## src/cie_regs.svh

```systemverilog
// Register offsets, field positions and reset values of the CAN interrupt enable block.
// What this block does
// - Per-channel interrupt enable word, set bit enables.
// - Events of disabled sources are discarded, never latched.
// - Short received length raises a global error.
// - Message lost and history lost, separately enabled.
// - Message RAM parity failure raises a global error.
// - Global error enables independent; all clear disables.
// - Each common receive FIFO has its own enable.
// - Per transmit buffer transmit-complete enable, by index.
// - Per transmit buffer abort enable, separate from complete.
// - Single-bit transmit queue and history list enables.
// - Per multi-purpose FIFO receive enable.
// - Per multi-purpose FIFO transmit enable, separate.
// - Channel error enables independent; all clear disables.
// - Bit error raises channel error when enabled.
// - Rising into warning level raises channel error.
// - Rising into passive level raises channel error.
// - Entering bus-off raises channel error when enabled.
// - Completed bus-off recovery raises channel error.
// - Overload frame raises channel error when enabled.
// - Bus stuck dominant raises channel error.
// - Lost arbitration raises channel error when enabled.
// - One command disables every enable of a source.
`ifndef CIE_REGS_SVH
`define CIE_REGS_SVH
`define CIE_GERR_EN_OFS 5'h00
`define CIE_EXP_DLC_OFS 5'h04
`define CIE_RXF_EN_OFS 5'h08
`define CIE_GFLAG_OFS 5'h0C
`define CIE_CH_BASE_IDX 3'h2
`define CIE_IEW_OFS 5'h00
`define CIE_TXEN_OFS 5'h04
`define CIE_MFEN_OFS 5'h08
`define CIE_TXFLG_OFS 5'h0C
`define CIE_MFFLG_OFS 5'h10
`define CIE_MISCFLG_OFS 5'h14
`define CIE_NOINT_OFS 5'h18
`define CIE_CERR_LSB 8
`define CIE_ABORT_LSB 16
`define CIE_MFTX_LSB 8
`define CIE_RXFFLG_LSB 16
`define CIE_IEW_VALID 32'h0000FF03
`define CIE_EN_RST 32'h00000000
`define CIE_EXP_DLC_RST 4'h0
`define CIE_TXB_MAX 16
`define CIE_MF_MAX 8
`endif

```

## src/cie_pkg.sv

```systemverilog
// Types shared by the CAN interrupt enable block.
`include "cie_regs.svh"
package cie_pkg;
  // Global error events from the protocol engine and message RAM.
  typedef struct packed {
    logic frame_valid;
    logic [3:0] dlc;
    logic msg_lost;
    logic hist_lost;
    logic ram_parity;
  } cie_gerr_ev_t;
  // Per-channel events; the three level fields are error states, not pulses.
  typedef struct packed {
    logic [`CIE_TXB_MAX-1:0] tx_done;
    logic [`CIE_TXB_MAX-1:0] tx_abort;
    logic txq;
    logic hist;
    logic [`CIE_MF_MAX-1:0] mf_rx;
    logic [`CIE_MF_MAX-1:0] mf_tx;
    logic bit_err;
    logic overload;
    logic dom_lock;
    logic arb_lost;
    logic warn_lvl;
    logic passive_lvl;
    logic bus_off_lvl;
  } cie_ch_ev_t;
  // Source codes for the disable_whole_source command.
  typedef enum logic [3:0] {
    CIE_SRC_TX = 4'h1, CIE_SRC_TXA = 4'h2, CIE_SRC_TXQ = 4'h3, CIE_SRC_TXHL = 4'h4,
    CIE_SRC_CERR = 4'h5, CIE_SRC_RXCF = 4'h6, CIE_SRC_TXCF = 4'h7
  } cie_src_t;
  typedef enum logic [1:0] {CIE_BUS_IDLE = 2'h0, CIE_BUS_DONE = 2'h1} cie_bus_state_t;
endpackage

```

## src/cie_irq_enable.sv

```systemverilog
// Interrupt enable, latch and request logic of a multi-channel CAN controller.
`timescale 1ns/1ps
`include "cie_regs.svh"
module cie_irq_enable
  import cie_pkg::*;
#(
  parameter int NUM_CH = 2,
  parameter int NUM_TXBUF = 16,
  parameter int NUM_MF = 3,
  parameter int NUM_RXF = 8
) (
  input wire logic clock,
  input wire logic rst,
  input wire logic [7:0] avs_address,
  input wire logic avs_read,
  input wire logic avs_write,
  input wire logic [31:0] avs_writedata,
  input wire logic [3:0] avs_byteenable,
  output logic [31:0] avs_readdata,
  output logic avs_waitrequest,
  input wire cie_gerr_ev_t gerr_ev,
  input wire logic [NUM_RXF-1:0] rxf_ev,
  input wire cie_ch_ev_t ch_ev [NUM_CH],
  output logic gerr_irq,
  output logic [NUM_RXF-1:0] rxf_irq,
  output logic [NUM_CH-1:0] tx_irq,
  output logic [NUM_CH-1:0] tx_abort_irq,
  output logic [NUM_CH-1:0] tx_queue_irq,
  output logic [NUM_CH-1:0] tx_history_irq,
  output logic [NUM_CH-1:0] cerr_irq,
  output logic [NUM_CH-1:0] multi_fifo_rx_irq,
  output logic [NUM_CH-1:0] multi_fifo_tx_irq
);

  ////////////////////////////////////////////////////////////////////////////////
  // Parameter checks and field masks.

  // The check allows four of the six channel blocks of the address map, and the event struct caps the transmit buffer and multi-purpose FIFO counts.
  if (NUM_CH < 1 || NUM_CH > 4 || NUM_TXBUF < 1 || NUM_TXBUF > `CIE_TXB_MAX ||
      NUM_MF < 1 || NUM_MF > `CIE_MF_MAX || NUM_RXF < 1 || NUM_RXF > 8) begin : g_bad
    $error("cie_irq_enable: parameter out of range");
  end

  localparam logic [15:0] TXB_ONES = 16'((33'h1 << NUM_TXBUF) - 33'h1);
  localparam logic [7:0] MF_ONES = 8'((9'h1 << NUM_MF) - 9'h1);
  localparam logic [7:0] RXF_ONES = 8'((9'h1 << NUM_RXF) - 9'h1);
  localparam logic [31:0] TX_VALID = {TXB_ONES, TXB_ONES};
  localparam logic [31:0] MF_VALID = {16'h0000, MF_ONES, MF_ONES};
  localparam logic [31:0] GFLAG_VALID = {8'h00, RXF_ONES, 16'h000F};

  // Byte-enable merge of a write into an old register value.
  function automatic logic [31:0] merge(input logic [31:0] old, input logic [31:0] wd,
                                        input logic [3:0] be);
    logic [31:0] m;
    m = {{8{be[3]}}, {8{be[2]}}, {8{be[1]}}, {8{be[0]}}};
    return (old & ~m) | (wd & m);
  endfunction

  ////////////////////////////////////////////////////////////////////////////////
  // Avalon-MM slave with one wait state.

  cie_bus_state_t bus_r;
  logic wait_r;
  logic [31:0] rdata_r;
  logic take;
  logic wr;
  logic rd;
  logic glob;
  logic ch_hit;
  logic [2:0] chsel;
  logic [4:0] ofs;
  logic [31:0] bemask;
  logic [31:0] rmux;

  assign take = (avs_read || avs_write) && (bus_r == CIE_BUS_IDLE);
  assign wr = take && avs_write;
  assign rd = take && avs_read && !avs_write;
  assign glob = avs_address[7:5] == 3'h0;
  assign chsel = avs_address[7:5] - `CIE_CH_BASE_IDX;
  assign ch_hit = (avs_address[7:5] >= `CIE_CH_BASE_IDX) && (32'(chsel) < NUM_CH);
  // Byte address bits 1:0 are ignored, so every register answers on its whole word.
  assign ofs = {avs_address[4:2], 2'b00};
  assign bemask = {{8{avs_byteenable[3]}}, {8{avs_byteenable[2]}},
                   {8{avs_byteenable[1]}}, {8{avs_byteenable[0]}}};

  // A request is taken in the idle state and answered at the next edge.
  always_ff @(posedge clock or posedge rst) begin
    if (rst) begin
      bus_r <= CIE_BUS_IDLE;
      wait_r <= 1'b1;
    end else begin
      bus_r <= take ? CIE_BUS_DONE : CIE_BUS_IDLE;
      wait_r <= !take;
    end
  end

  // Read data is zero except in the answering cycle, which keeps stale state off the bus.
  always_ff @(posedge clock or posedge rst) begin
    if (rst) begin
      rdata_r <= 32'h00000000;
    end else begin
      rdata_r <= rd ? rmux : 32'h00000000;
    end
  end

  assign avs_readdata = rdata_r;
  assign avs_waitrequest = wait_r;

  ////////////////////////////////////////////////////////////////////////////////
  // Global error and common receive FIFO sources.

  logic [3:0] gerr_en_r;
  logic [3:0] exp_dlc_r;
  logic [NUM_RXF-1:0] rxf_en_r;
  logic [3:0] gflag_r;
  logic [NUM_RXF-1:0] rxf_flag_r;
  logic [3:0] gev;
  logic [31:0] gclr;

  // Bit order of the global error field: short length, message lost, history lost, parity.
  assign gev[0] = gerr_ev.frame_valid && (gerr_ev.dlc < exp_dlc_r);
  assign gev[1] = gerr_ev.msg_lost;
  assign gev[2] = gerr_ev.hist_lost;
  assign gev[3] = gerr_ev.ram_parity;
  assign gclr = (wr && glob && ofs == `CIE_GFLAG_OFS) ? (avs_writedata & bemask) : 32'h0;

  // Global enable and configuration registers.
  always_ff @(posedge clock or posedge rst) begin
    if (rst) begin
      gerr_en_r <= 4'(`CIE_EN_RST);
      exp_dlc_r <= `CIE_EXP_DLC_RST;
      rxf_en_r <= NUM_RXF'(`CIE_EN_RST);
    end else if (wr && glob) begin
      case (ofs)
        `CIE_GERR_EN_OFS: gerr_en_r <= 4'(merge({28'h0, gerr_en_r}, avs_writedata, avs_byteenable));
        `CIE_EXP_DLC_OFS: exp_dlc_r <= 4'(merge({28'h0, exp_dlc_r}, avs_writedata, avs_byteenable));
        `CIE_RXF_EN_OFS: rxf_en_r <= NUM_RXF'(merge(32'(rxf_en_r), avs_writedata, avs_byteenable));
        default: ;
      endcase
    end
  end

  // Sticky flags: only enabled events land, and a new event beats a same-cycle clear.
  always_ff @(posedge clock or posedge rst) begin
    if (rst) begin
      gflag_r <= 4'h0;
      rxf_flag_r <= '0;
    end else begin
      gflag_r <= (gflag_r & ~gclr[3:0]) | (gev & gerr_en_r);
      rxf_flag_r <= (rxf_flag_r & ~gclr[`CIE_RXFFLG_LSB +: NUM_RXF]) | (rxf_ev & rxf_en_r);
    end
  end

  ////////////////////////////////////////////////////////////////////////////////
  // Per-channel sources.

  logic [31:0] iew_r [NUM_CH];
  logic [31:0] txen_r [NUM_CH];
  logic [31:0] mfen_r [NUM_CH];
  logic [31:0] txflg_r [NUM_CH];
  logic [31:0] mfflg_r [NUM_CH];
  logic [31:0] miscflg_r [NUM_CH];
  logic [NUM_CH-1:0] warn_q_r;
  logic [NUM_CH-1:0] pas_q_r;
  logic [NUM_CH-1:0] boff_q_r;
  logic [31:0] txev [NUM_CH];
  logic [31:0] mfev [NUM_CH];
  logic [31:0] miscev [NUM_CH];
  logic [7:0] cev [NUM_CH];
  logic [31:0] chclr [NUM_CH];

  // Event vectors laid out exactly like the enable registers.
  always_comb begin
    for (int c = 0; c < NUM_CH; c++) begin
      cev[c][0] = ch_ev[c].bit_err;
      cev[c][1] = ch_ev[c].warn_lvl && !warn_q_r[c];
      cev[c][2] = ch_ev[c].passive_lvl && !pas_q_r[c];
      cev[c][3] = ch_ev[c].bus_off_lvl && !boff_q_r[c];
      cev[c][4] = !ch_ev[c].bus_off_lvl && boff_q_r[c];
      cev[c][5] = ch_ev[c].overload;
      cev[c][6] = ch_ev[c].dom_lock;
      cev[c][7] = ch_ev[c].arb_lost;
      txev[c] = {ch_ev[c].tx_abort, ch_ev[c].tx_done} & TX_VALID;
      mfev[c] = {16'h0000, ch_ev[c].mf_tx, ch_ev[c].mf_rx} & MF_VALID;
      miscev[c] = {16'h0000, cev[c], 6'h00, ch_ev[c].hist, ch_ev[c].txq};
      chclr[c] = (wr && ch_hit && chsel == 3'(c)) ? (avs_writedata & bemask) : 32'h0;
    end
  end

  // Previous error levels, so only crossings count as events: each rising one, and the fall out of bus-off.
  always_ff @(posedge clock or posedge rst) begin
    if (rst) begin
      warn_q_r <= '0;
      pas_q_r <= '0;
      boff_q_r <= '0;
    end else begin
      for (int c = 0; c < NUM_CH; c++) begin
        warn_q_r[c] <= ch_ev[c].warn_lvl;
        pas_q_r[c] <= ch_ev[c].passive_lvl;
        boff_q_r[c] <= ch_ev[c].bus_off_lvl;
      end
    end
  end

  // Channel enable registers and the whole-source disable command.
  always_ff @(posedge clock or posedge rst) begin
    if (rst) begin
      for (int c = 0; c < NUM_CH; c++) begin
        iew_r[c] <= `CIE_EN_RST;
        txen_r[c] <= `CIE_EN_RST;
        mfen_r[c] <= `CIE_EN_RST;
      end
    end else begin
      for (int c = 0; c < NUM_CH; c++) begin
        if (wr && ch_hit && chsel == 3'(c)) begin
          case (ofs)
            `CIE_IEW_OFS: iew_r[c] <= merge(iew_r[c], avs_writedata, avs_byteenable) & `CIE_IEW_VALID;
            `CIE_TXEN_OFS: txen_r[c] <= merge(txen_r[c], avs_writedata, avs_byteenable) & TX_VALID;
            `CIE_MFEN_OFS: mfen_r[c] <= merge(mfen_r[c], avs_writedata, avs_byteenable) & MF_VALID;
            `CIE_NOINT_OFS: begin
              case (cie_src_t'(avs_writedata[3:0]))
                CIE_SRC_TX: txen_r[c][15:0] <= 16'h0000;
                CIE_SRC_TXA: txen_r[c][31:16] <= 16'h0000;
                CIE_SRC_TXQ: iew_r[c][0] <= 1'b0;
                CIE_SRC_TXHL: iew_r[c][1] <= 1'b0;
                CIE_SRC_CERR: iew_r[c][15:8] <= 8'h00;
                CIE_SRC_RXCF: mfen_r[c][7:0] <= 8'h00;
                CIE_SRC_TXCF: mfen_r[c][15:8] <= 8'h00;
                default: ;
              endcase
            end
            default: ;
          endcase
        end
      end
    end
  end

  // Channel flags: latched only while enabled, cleared by writing ones, set beats clear.
  always_ff @(posedge clock or posedge rst) begin
    if (rst) begin
      for (int c = 0; c < NUM_CH; c++) begin
        txflg_r[c] <= 32'h0;
        mfflg_r[c] <= 32'h0;
        miscflg_r[c] <= 32'h0;
      end
    end else begin
      for (int c = 0; c < NUM_CH; c++) begin
        txflg_r[c] <= (txflg_r[c] & ~(ofs == `CIE_TXFLG_OFS ? chclr[c] : 32'h0)) |
                      (txev[c] & txen_r[c]);
        mfflg_r[c] <= (mfflg_r[c] & ~(ofs == `CIE_MFFLG_OFS ? chclr[c] : 32'h0)) |
                      (mfev[c] & mfen_r[c]);
        miscflg_r[c] <= (miscflg_r[c] & ~(ofs == `CIE_MISCFLG_OFS ? chclr[c] : 32'h0)) |
                        (miscev[c] & iew_r[c]);
      end
    end
  end

  ////////////////////////////////////////////////////////////////////////////////
  // Read multiplexer.

  // Unmapped addresses and the write-only command word read as zero.
  always_comb begin
    rmux = 32'h0;
    if (glob) begin
      case (ofs)
        `CIE_GERR_EN_OFS: rmux = {28'h0, gerr_en_r};
        `CIE_EXP_DLC_OFS: rmux = {28'h0, exp_dlc_r};
        `CIE_RXF_EN_OFS: rmux = 32'(rxf_en_r);
        `CIE_GFLAG_OFS: rmux = {8'h00, 8'(rxf_flag_r), 12'h000, gflag_r} & GFLAG_VALID;
        default: rmux = 32'h0;
      endcase
    end else if (ch_hit) begin
      for (int c = 0; c < NUM_CH; c++) begin
        if (chsel == 3'(c)) begin
          case (ofs)
            `CIE_IEW_OFS: rmux = iew_r[c];
            `CIE_TXEN_OFS: rmux = txen_r[c];
            `CIE_MFEN_OFS: rmux = mfen_r[c];
            `CIE_TXFLG_OFS: rmux = txflg_r[c];
            `CIE_MFFLG_OFS: rmux = mfflg_r[c];
            `CIE_MISCFLG_OFS: rmux = miscflg_r[c];
            default: rmux = 32'h0;
          endcase
        end
      end
    end
  end

  ////////////////////////////////////////////////////////////////////////////////
  // Request lines, one per group, registered so the outputs are glitch free.

  // A request stays up while any flag of its group is pending; the cost is one cycle.
  always_ff @(posedge clock or posedge rst) begin
    if (rst) begin
      gerr_irq <= 1'b0;
      rxf_irq <= '0;
      tx_irq <= '0;
      tx_abort_irq <= '0;
      tx_queue_irq <= '0;
      tx_history_irq <= '0;
      cerr_irq <= '0;
      multi_fifo_rx_irq <= '0;
      multi_fifo_tx_irq <= '0;
    end else begin
      gerr_irq <= |gflag_r;
      rxf_irq <= rxf_flag_r;
      for (int c = 0; c < NUM_CH; c++) begin
        tx_irq[c] <= |txflg_r[c][15:0];
        tx_abort_irq[c] <= |txflg_r[c][`CIE_ABORT_LSB +: 16];
        tx_queue_irq[c] <= miscflg_r[c][0];
        tx_history_irq[c] <= miscflg_r[c][1];
        cerr_irq[c] <= |miscflg_r[c][`CIE_CERR_LSB +: 8];
        multi_fifo_rx_irq[c] <= |mfflg_r[c][7:0];
        multi_fifo_tx_irq[c] <= |mfflg_r[c][`CIE_MFTX_LSB +: 8];
      end
    end
  end
endmodule

```

## config.mk

```make
export PLATFORM = sky130hd
export DESIGN_NAME = cie_irq_enable
export DESIGN_NICKNAME = d
export VERILOG_FILES = /design/src/cie_pkg.sv /design/src/cie_irq_enable.sv
export VERILOG_INCLUDE_DIRS = /design/src
export SDC_FILE = /design/constraint.sdc
export NUM_CORES = 1
export LEC_CHECK = 0
export BUFFER_PORTS_ARGS = -buffer_cell sky130_fd_sc_hd__buf_2
export CELL_PAD_IN_SITES_DETAIL_PLACEMENT = 1
export CELL_PAD_IN_SITES_GLOBAL_PLACEMENT = 1
export CORE_AREA = 2 2 147 293
export DETAILED_ROUTE_END_ITERATION = 7
export DIE_AREA = 0 0 149 295
export PLACE_DENSITY = 0.73
export REMOVE_ABC_BUFFERS = 1
export SLEW_MARGIN = 30
export SYNTH_ARGS = -nofsm -noshare
export SYNTH_HDL_FRONTEND = slang
export SYNTH_SLANG_ARGS = --single-unit
```

## constraint.sdc

```tcl
create_clock -name clock -period 21.3 [get_ports clock]
set_input_delay 1.065 -clock clock [delete_from_list [all_inputs] [get_ports clock]]
set_output_delay 1.065 -clock clock [all_outputs]
set_load 0.1 [all_outputs]
```

==> Word-level counts from Yosys, hierarchy flattened <==
Index checks and enable logic that the tools add are counted.
{ "totals": {"register_bits": 399, "inputBits": 178, "output_inout_bits": 56, "wordCells": 215} }
{ "classes": {"add_sub_neg": 1, "n_lt_le_gt_ge": 3, "n_eq_ne": 21, "mux": 33, "n_bitwise": 52, "reduce_logical": 65} }
{ "ops": {"columns": ["operator", "n"], "rows": [
  ["$mux 32", 13],
  ["$pmux 32 s6", 2],
  ["$and 32x32->32", 11],
  ["$not 32->32", 7],
  ["$or 32x16->32", 4],
  ["$or 32x32->32", 4],
  ["$pmux 32 s2", 2],
  ["$pmux 24 s4", 1],
  ["$and 16x16->16", 4],
  ["$pmux 16 s2", 2],
  ["$reduce_or 16->1", 4],
  ["$reduce_or 8->1", 6],
  ["$reduce_and 3->1", 14],
  ["$and 11x16->16", 2],
  ["$mux 16", 2],
  ["$or 16x16->16", 2],
  ["$pmux 8 s2", 2],
  ["$and 8x8->8", 3],
  ["$mux 24", 1],
  ["$mux 8", 3],
  ["$and 11x11->11", 2],
  ["$or 11x11->11", 2],
  ["$logic_and 1x1->1", 19],
  ["$and 4x4->4", 4],
  ["25 further kinds", 59]
]} }

==> Logic depth before layout (Yosys ltp) <==
Gate-level depths: netlist of run 1.
{ "logic_depth": {"depth_word": 10, "ltp_mapped": 9} }

==> Worst setup path after synthesis of run 1 <==
Ideal clock, no wire load.
{ "synth_path": {"path_kind": "input to register", "from": "input port avs_address[7]", "to": "register mfflg_r[33] (netlist name)", "setup_time_ns": 0.120, "arrival_ns": 2.475, "t_required_ns": 21.180, "slack_ns": 18.704, "path_stages": 9, "n_path_buf": 2, "cell_sequence": "inv_1 > ha_1 > and3b_1 > and3_1 > buf_2 > nand2_1 > clkbuf_1 > o21ai_0 > nand2_1"} }
{ "synth_via": {"elab_chain_cells": 10} }
{ "synth_lines": {"columns": ["element", "line", "source"], "rows": [
  ["start: declaration", "cie_irq_enable.sv:14", "input wire logic [7:0] avs_address,"],
  ["$sub 3x2->3 (no line)", null, null],
  ["$lt 3x2->1", "cie_irq_enable.sv:80", "assign ch_hit = (avs_address[7:5] >= `CIE_CH_BASE_IDX) && (32'(chsel) < NUM_CH);"],
  ["$logic_and 1x1->1", "cie_irq_enable.sv:80", null],
  ["$logic_and 1x1->1", "cie_irq_enable.sv:186", "chclr[c] = (wr && ch_hit && chsel == 3'(c)) ? (avs_writedata & bemask) : 32'h0;"],
  ["$logic_and 1x1->1 (*)", "cie_irq_enable.sv:186", null],
  ["$mux 32 (*)", "cie_irq_enable.sv:186", null],
  ["$mux 32 (*)", "cie_irq_enable.sv:251", "mfflg_r[c] <= (mfflg_r[c] & ~(ofs == `CIE_MFFLG_OFS ? chclr[c] : 32'h0)) |"],
  ["$not 32->32 (*)", "cie_irq_enable.sv:251", null],
  ["$and 32x32->32 (*)", "cie_irq_enable.sv:251", null],
  ["$or 32x16->32 (*)", "cie_irq_enable.sv:251", null],
  ["end signal: indexed assignment", "cie_irq_enable.sv:251", null],
  ["end: declaration", "cie_irq_enable.sv:161", "logic [31:0] mfflg_r [NUM_CH];"]
]} }
Every way passes the cells marked *; elsewhere a longest branch is shown, timed or not.
A chain may end at the register's enable or synchronous reset.

==> flow_metrics.env, run 1 <==
export IMPL_critical_path_class="in -> async"
export IMPL_crit_fanout=100
export IMPL_syn_area_sq_um=16500
export IMPL_ys_ff_latch=379
export IMPL_async_reset_ff_share_pct=100
export IMPL_whs_path_depth=0
export IMPL_grt_max_degree=101
export IMPL_clk_path_buf_depth=3
export IMPL_path_clk_slew_ns=0.06
export IMPL_fmax_mhz=242
export IMPL_grt_antenna_before_repair=3
export IMPL_gr_usage_all_layers_pct=28.6
export IMPL_numCtsBuffers=36
export IMPL_place_gp_congestion=0.884
export IMPL_synth_edf_count=0
export IMPL_period_minus_slack_ns=4.13
export IMPL_period_share_pct=19.4
export IMPL_grt_setup_unrepaired="no"
export IMPL_cp_arrival_ns=4.70
export IMPL_synth_top_family_by_area="compound AO/OA/AOI/OAI gates"
export IMPL_dr_pass1_iters=5
export IMPL_use_met1_pct=31.9
export IMPL_drtIter0Drc=892
export IMPL_outcome="finished, final reports clean"
export IMPL_synth_compound_area_share_pct=21.7
export IMPL_layout_drive_gt1_share_pct=21.5
export IMPL_ff2ff_path_depth=5
export IMPL_post_dp_hpwl_mm=41.9
export IMPL_synthMuxAreaShare_pct=5.39
export IMPL_syn_avg_cell_area_sq_um=10.9
export IMPL_grt_use_met3_pct=3.87
export IMPL_ys_flop_type="dfrtp_1"
export IMPL_yosys_top_cells_area="dfrtp_1 (57%), nand2_1 (6.6%), o21ai_0 (5.3%)"
export IMPL_yosysUniqueCellTypes=59
export IMPL_hold_viol=0
export IMPL_syn_inst=1517
export IMPL_routed_via_density=6.09
export IMPL_cts_tree="yes"
export IMPL_critPathLaunchType="primary input"
export IMPL_ys_warn_count=0
export IMPL_worstSetupStartpoint="rst"
export IMPL_cts_root_buf="clkbuf_16"
export IMPL_gr_total_overflow=0
export IMPL_synth_commonest_cells="dfrtp_1 (378), nand2_1 (289), o21ai_0 (173)"
export IMPL_synth_top_area_share_pct=57.4
export IMPL_core_sq_um=41600
export IMPL_final_cells=2255
export IMPL_die_x_um=149
export IMPL_required_ns=21.87
export IMPL_fin_nets=1873
export IMPL_met2_usage_pct=50.9
export IMPL_area_delta_synth_final_pct=16.1
export IMPL_tightest_slew_ns=1.13
export IMPL_r2r_end="txflg_r[46]"
export IMPL_dpl_cell_area_sq_um=17900
export IMPL_fin_area_sq_um=19100
export IMPL_ir_drop_uv=53.2
export IMPL_port_buffers=211
export IMPL_cp_endpoint="iew_r[43]"
export IMPL_cap_violations=0
export IMPL_wl_per_cell_um=27.7
export IMPL_numPlacedInstances=2193
export IMPL_r2r_setup_slack_ns=18.36
export IMPL_synthAdderAreaFrac_pct=0.303
export IMPL_wl_mm=62.4
export IMPL_hold_buffers=0
export IMPL_finalSetupTns_ns=0
export IMPL_drv_slew=0
export IMPL_max_slew_margin_pct=23.8
export IMPL_cts_sinks=379
export IMPL_final_antenna_net_count=0
export IMPL_dieArea_sq_um=44000
export IMPL_grt_pass1_wl_mm=93.9
export IMPL_busiest_layer="met2"
export IMPL_p_total_uw=1830
export IMPL_cts_setup_buffers=0
export IMPL_finClkSkew_ns=0.0118
export IMPL_io_pins=234
export IMPL_cts_resized=0
export IMPL_fp_row_count=106
export IMPL_yosysMostFrequentCell="dfrtp_1"
export IMPL_synth_xor_area_share_pct=0
export IMPL_initial_core_util_pct=39.6
export IMPL_vias=13700
export IMPL_crit_path_end_kind="async pin"
export IMPL_yosysSeqAreaShare_pct=57.5
export IMPL_hold_class="reg -> reg"
export IMPL_synth_top_area_cell="dfrtp_1"
export IMPL_cts_htree_levels=2
export IMPL_setup_violations_final=0
export IMPL_power_leakage_uw=0.00912
export IMPL_clk_latency_ns=0.55
export IMPL_powerDensity_nw_per_um2=95.7
export IMPL_drc=0
export IMPL_regToRegStartpoint="bus_r[0]"
export IMPL_synthSimpleGateAreaFrac_pct=11.9
export IMPL_die_h_um=295
export IMPL_grt_pass1_vias=15300
-- per-layer routing --
layer	part of all wire (%)	vias to the layer above
met3	5.0	204
met5	0.046	-
met2	52	575
met1	36	7082
li1	-	5874
met4	6.9	4
-- kinds of logic after synthesis --
kind of cell               count (synthesis)
buffers and inverters                    108
adders and majority gates                  4
AOI/OAI and AO/OA                        519
and+or+nand+nor                          431
muxes                                     76
DFF                                      379
-- per-stage QoR --
step,setup slack (ns),hold WS [ns],util [%]
finish,17.17,0.403,46.0
global route,16.66,0.426,46.0
CTS,17.00,0.406,45.9
detailed placement,16.42,0.392,43.1
global placement,15.99,0.384,43.1
floorplan,9.71,0.363,-
-- sequential cells by signal (all words and copies together) (netlist names), 4 cells and up, named ones only --
register	count
txen_r	64
rxf_flag_r	8
mfen_r	12
iew_r	20
mfflg_r	64
gflag_r	4
rxf_irq	8
avs_readdata	32
miscflg_r	64
txflg_r	64
-- worst min path at each step --
stage / to / from / slack (ns)
floorplan: tx_history_irq[1] / miscflg_r[1] / 0.36
global placement: rxf_irq[5] / rxf_flag_r[5] / 0.38
detailed placement: rxf_irq[4] / rxf_flag_r[4] / 0.39
CTS: rxf_irq[4] / rxf_flag_r[4] / 0.41
global route: rxf_irq[4] / rxf_flag_r[4] / 0.43
finish: rxf_irq[4] / rxf_flag_r[4] / 0.40
-- power by group --
group	switching [uW]	internal (uW)	total [uW]
clock	292	374	666
sequential	56.7	787	843
combinational	248	74.2	322
total	597	1240	1830
-- layout by cell type, fill, tap and decap left out, types with 5 or more instances in the layout --
| master | instances |
|---|---|
| nor4_1 | 28 |
| mux2i_1 | 27 |
| buf_4 | 18 |
| nand3b_1 | 8 |
| mux2_2 | 43 |
| a22o_1 | 9 |
| a22oi_1 | 34 |
| o2bb2ai_1 | 80 |
| o21ai_1 | 8 |
| nor2b_1 | 8 |
| dfrtp_1 | 378 |
| o21ai_0 | 173 |
| nor3_1 | 6 |
| a21oi_1 | 37 |
| nand3_1 | 23 |
| clkbuf_16 | 38 |
| mux4_2 | 6 |
| a211oi_1 | 5 |
| nand2b_1 | 5 |
| and3_1 | 17 |
| o22ai_1 | 5 |
| a32o_1 | 12 |
| buf_2 | 209 |
| nand2_1 | 283 |
| o21a_1 | 97 |
| a221o_1 | 14 |
| nor2_1 | 21 |
| clkinv_2 | 8 |
| a221oi_1 | 19 |
| inv_1 | 13 |
| clkbuf_8 | 7 |
-- cell type report --
class | count | area, sq um
diodes | 1 | 2.50
clock buffers | 49 | 1060
clock inverters | 12 | 124
fillers | 4649 | 22500
inverters | 15 | 63.8
multi-input cells | 1030 | 6530
flip-flops and latches | 379 | 9490
well taps | 540 | 676
repair buffers | 229 | 1200
-- critical path: stages --
cell and delay (ns):
buf_2 0.13, inv_8 0.48, buf_6 0.66, buf_6 0.70, buf_4 0.72, buf_4 0.78
Power figures use the tool's default switching activity.
==> run 2: changes to the inputs <==
PLACE_DENSITY = 0.76   (was 0.73)
clock period = 3.75 ns   (was 21.3 ns; I/O delays follow)
==> flow_metrics.env, run 2 (synthesized netlist as in run 1, its figures left out) <==
export IMPL_r2r_end="gflag_r[0]"
export IMPL_port_buffers=211
export IMPL_cts_tree="yes"
export IMPL_period_share_pct=76.1
export IMPL_die_x_um=149
export IMPL_area_delta_synth_final_pct=23.7
export IMPL_p_total_uw=10300
export IMPL_fmax_mhz=350
export IMPL_die_h_um=295
export IMPL_final_common_cell="dfrtp_1"
export IMPL_max_stage_delay_ns=0.66
export IMPL_crit_fanout=12
export IMPL_drc=0
export IMPL_ir_drop_uv=256
export IMPL_gr_usage_all_layers_pct=29.6
export IMPL_setup_violations_final=0
export IMPL_seq_power_share_pct=46.5
export IMPL_dieArea_sq_um=44000
export IMPL_p_sw_uw=3390
export IMPL_numCtsBuffers=35
export IMPL_crit_path_end_kind="register"
export IMPL_hp_start="avs_writedata[3]"
export IMPL_wl_mm=64.2
export IMPL_fp_row_count=106
export IMPL_power_frac_comb_pct=19.1
export IMPL_critical_path_class="reg -> reg"
export IMPL_path_clk_slew_ns=0.07
export IMPL_outcome="finished, final reports clean"
export IMPL_cap_violations=0
export IMPL_final_antenna_net_count=0
export IMPL_path_cells="nor2b_1 -> nand3_1 -> o21ai_0 -> o31ai_1 -> dlygate4sd3_1"
export IMPL_required_ns=4.16
export IMPL_wl_per_cell_um=26.8
export IMPL_dr_pass1_iters=5
export IMPL_critPathLaunchType="register"
export IMPL_vias=14500
export IMPL_grt_max_degree=110
export IMPL_clk_path_buf_depth=3
export IMPL_p_clk_share_pct=34.4
export IMPL_io_pins=234
export IMPL_initial_core_util_pct=39.6
export IMPL_layout_drive_gt1_share_pct=20.6
export IMPL_worst_path_max_delay_cell="nand3_1"
export IMPL_cp_arrival_ns=3.27
export IMPL_grt_antenna_before_repair=2
export IMPL_hold_class="in -> reg"
export IMPL_finClkSkew_ns=0.0219
export IMPL_powerDensity_nw_per_um2=505
export IMPL_drv_slew=0
export IMPL_drtIter0Drc=922
export IMPL_clk_latency_ns=0.54
export IMPL_cts_htree_levels=2
export IMPL_tightest_slew_ns=1.06
export IMPL_gr_total_overflow=0
export IMPL_cts_sinks=379
export IMPL_whs_path_depth=3
export IMPL_ff2ff_path_depth=5
export IMPL_cts_resized=0
export IMPL_grt_setup_unrepaired="no"
export IMPL_period_minus_slack_ns=2.86
export IMPL_post_dp_hpwl_mm=43.7
export IMPL_regToRegStartpoint="bus_r[0]"
export IMPL_hold_viol=0
export IMPL_r2r_setup_slack_ns=0.89
export IMPL_layout_common_cells="dfrtp_1 (378), nand2_1 (289), buf_2 (209), o21ai_0 (173), dlygate4sd3_1 (115)"
export IMPL_routed_via_density=6.03
export IMPL_grt_pass1_wl_mm=97.5
export IMPL_max_slew_margin_pct=28.5
export IMPL_grt_pass1_vias=16000
export IMPL_power_leakage_uw=0.00965
export IMPL_cts_root_buf="clkbuf_16"
export IMPL_hold_worst_slack_ns=0.0416
export IMPL_power_internal_uw=6920
export IMPL_place_gp_congestion=0.897
export IMPL_fin_nets=2017
export IMPL_p_sw_share_pct=32.9
export IMPL_core_sq_um=41600
-- run 2: layer usage --
layer / vias up / GRT usage, % / wire length [um] / part of all wire (%)
li1: 6169 / - / - / -
met1: 7367 / 33.5 / 22700 / 35
met2: 679 / 51.7 / 32800 / 51
met3: 250 / 3.27 / 3360 / 5.2
met4: 0 / 21.0 / 5310 / 8.3
met5: - / 0 / 0 / 0
-- run 2: per-stage QoR --
stage	util, %	instances	cell area (sq um)	setup TNS [ns]	worst slack [ns]
finish	49.0	2398	20400	0	0.895
global route	49.0	2398	20400	0	0.840
CTS	49.0	2397	20400	0	1.09
detailed placement	43.6	2223	18200	0	1.14
global placement	43.6	2223	18200	0	1.15
floorplan	-	1424	16000	-2636.65	-6.96
-- run 2: worst max path at each step --
stage / from / to / slack [ns] / cells past startpoint
2_1_floorplan: rst / async pin / -6.96 / 1
3_3_place_gp: avs_address[3] / txen_r[56] / 1.15 / 8
3_5_place_dp: avs_address[3] / txen_r[38] / 1.14 / 8
4_1_cts: bus_r[0] / gflag_r[0] / 1.09 / 5
5_1_grt: bus_r[0] / gflag_r[0] / 0.84 / 5
6_report: bus_r[0] / gflag_r[0] / 0.89 / 5
-- run 2: critical path, delay by kind of cell (launching register included) --
| kind | cells | cell delay (ns) |
|---|---|---|
| buf+inv | 1 | 0.61 |
| compound gates | 2 | 0.57 |
| flops | 1 | 0.41 |
| simple gates | 2 | 1.13 |
-- run 2: cell type report --
| type | instances | area [sq um] |
|---|---|---|
| Fill cell | 4608 | 21200 |
| Sequential cell | 379 | 9490 |
| Multi-Input combinational cell | 1030 | 6480 |
| Timing Repair Buffer | 374 | 2610 |
| Clock buffer | 49 | 998 |
| Tap cell | 540 | 676 |
| Clock inverter | 10 | 85.1 |
| Inverter | 15 | 63.8 |
| Antenna cell | 1 | 2.50 |
-- run 2: power by group through the flow --
stage	clock [uW]	sequential, uW	combinational, uW
after global routing	3740	4820	2080
after global placement	0	4840	1820
after floorplan	0	5390	575
after CTS	3580	4780	1970
after detailed placement	0	4850	1860
final	3550	4790	1970
-- run 2: repair_timing --
item / 4_1_cts / 5_1_grt
setup buffers: 0 / 0
hold buffers: 115 / 0
hold endpoints to repair: 225 / 0
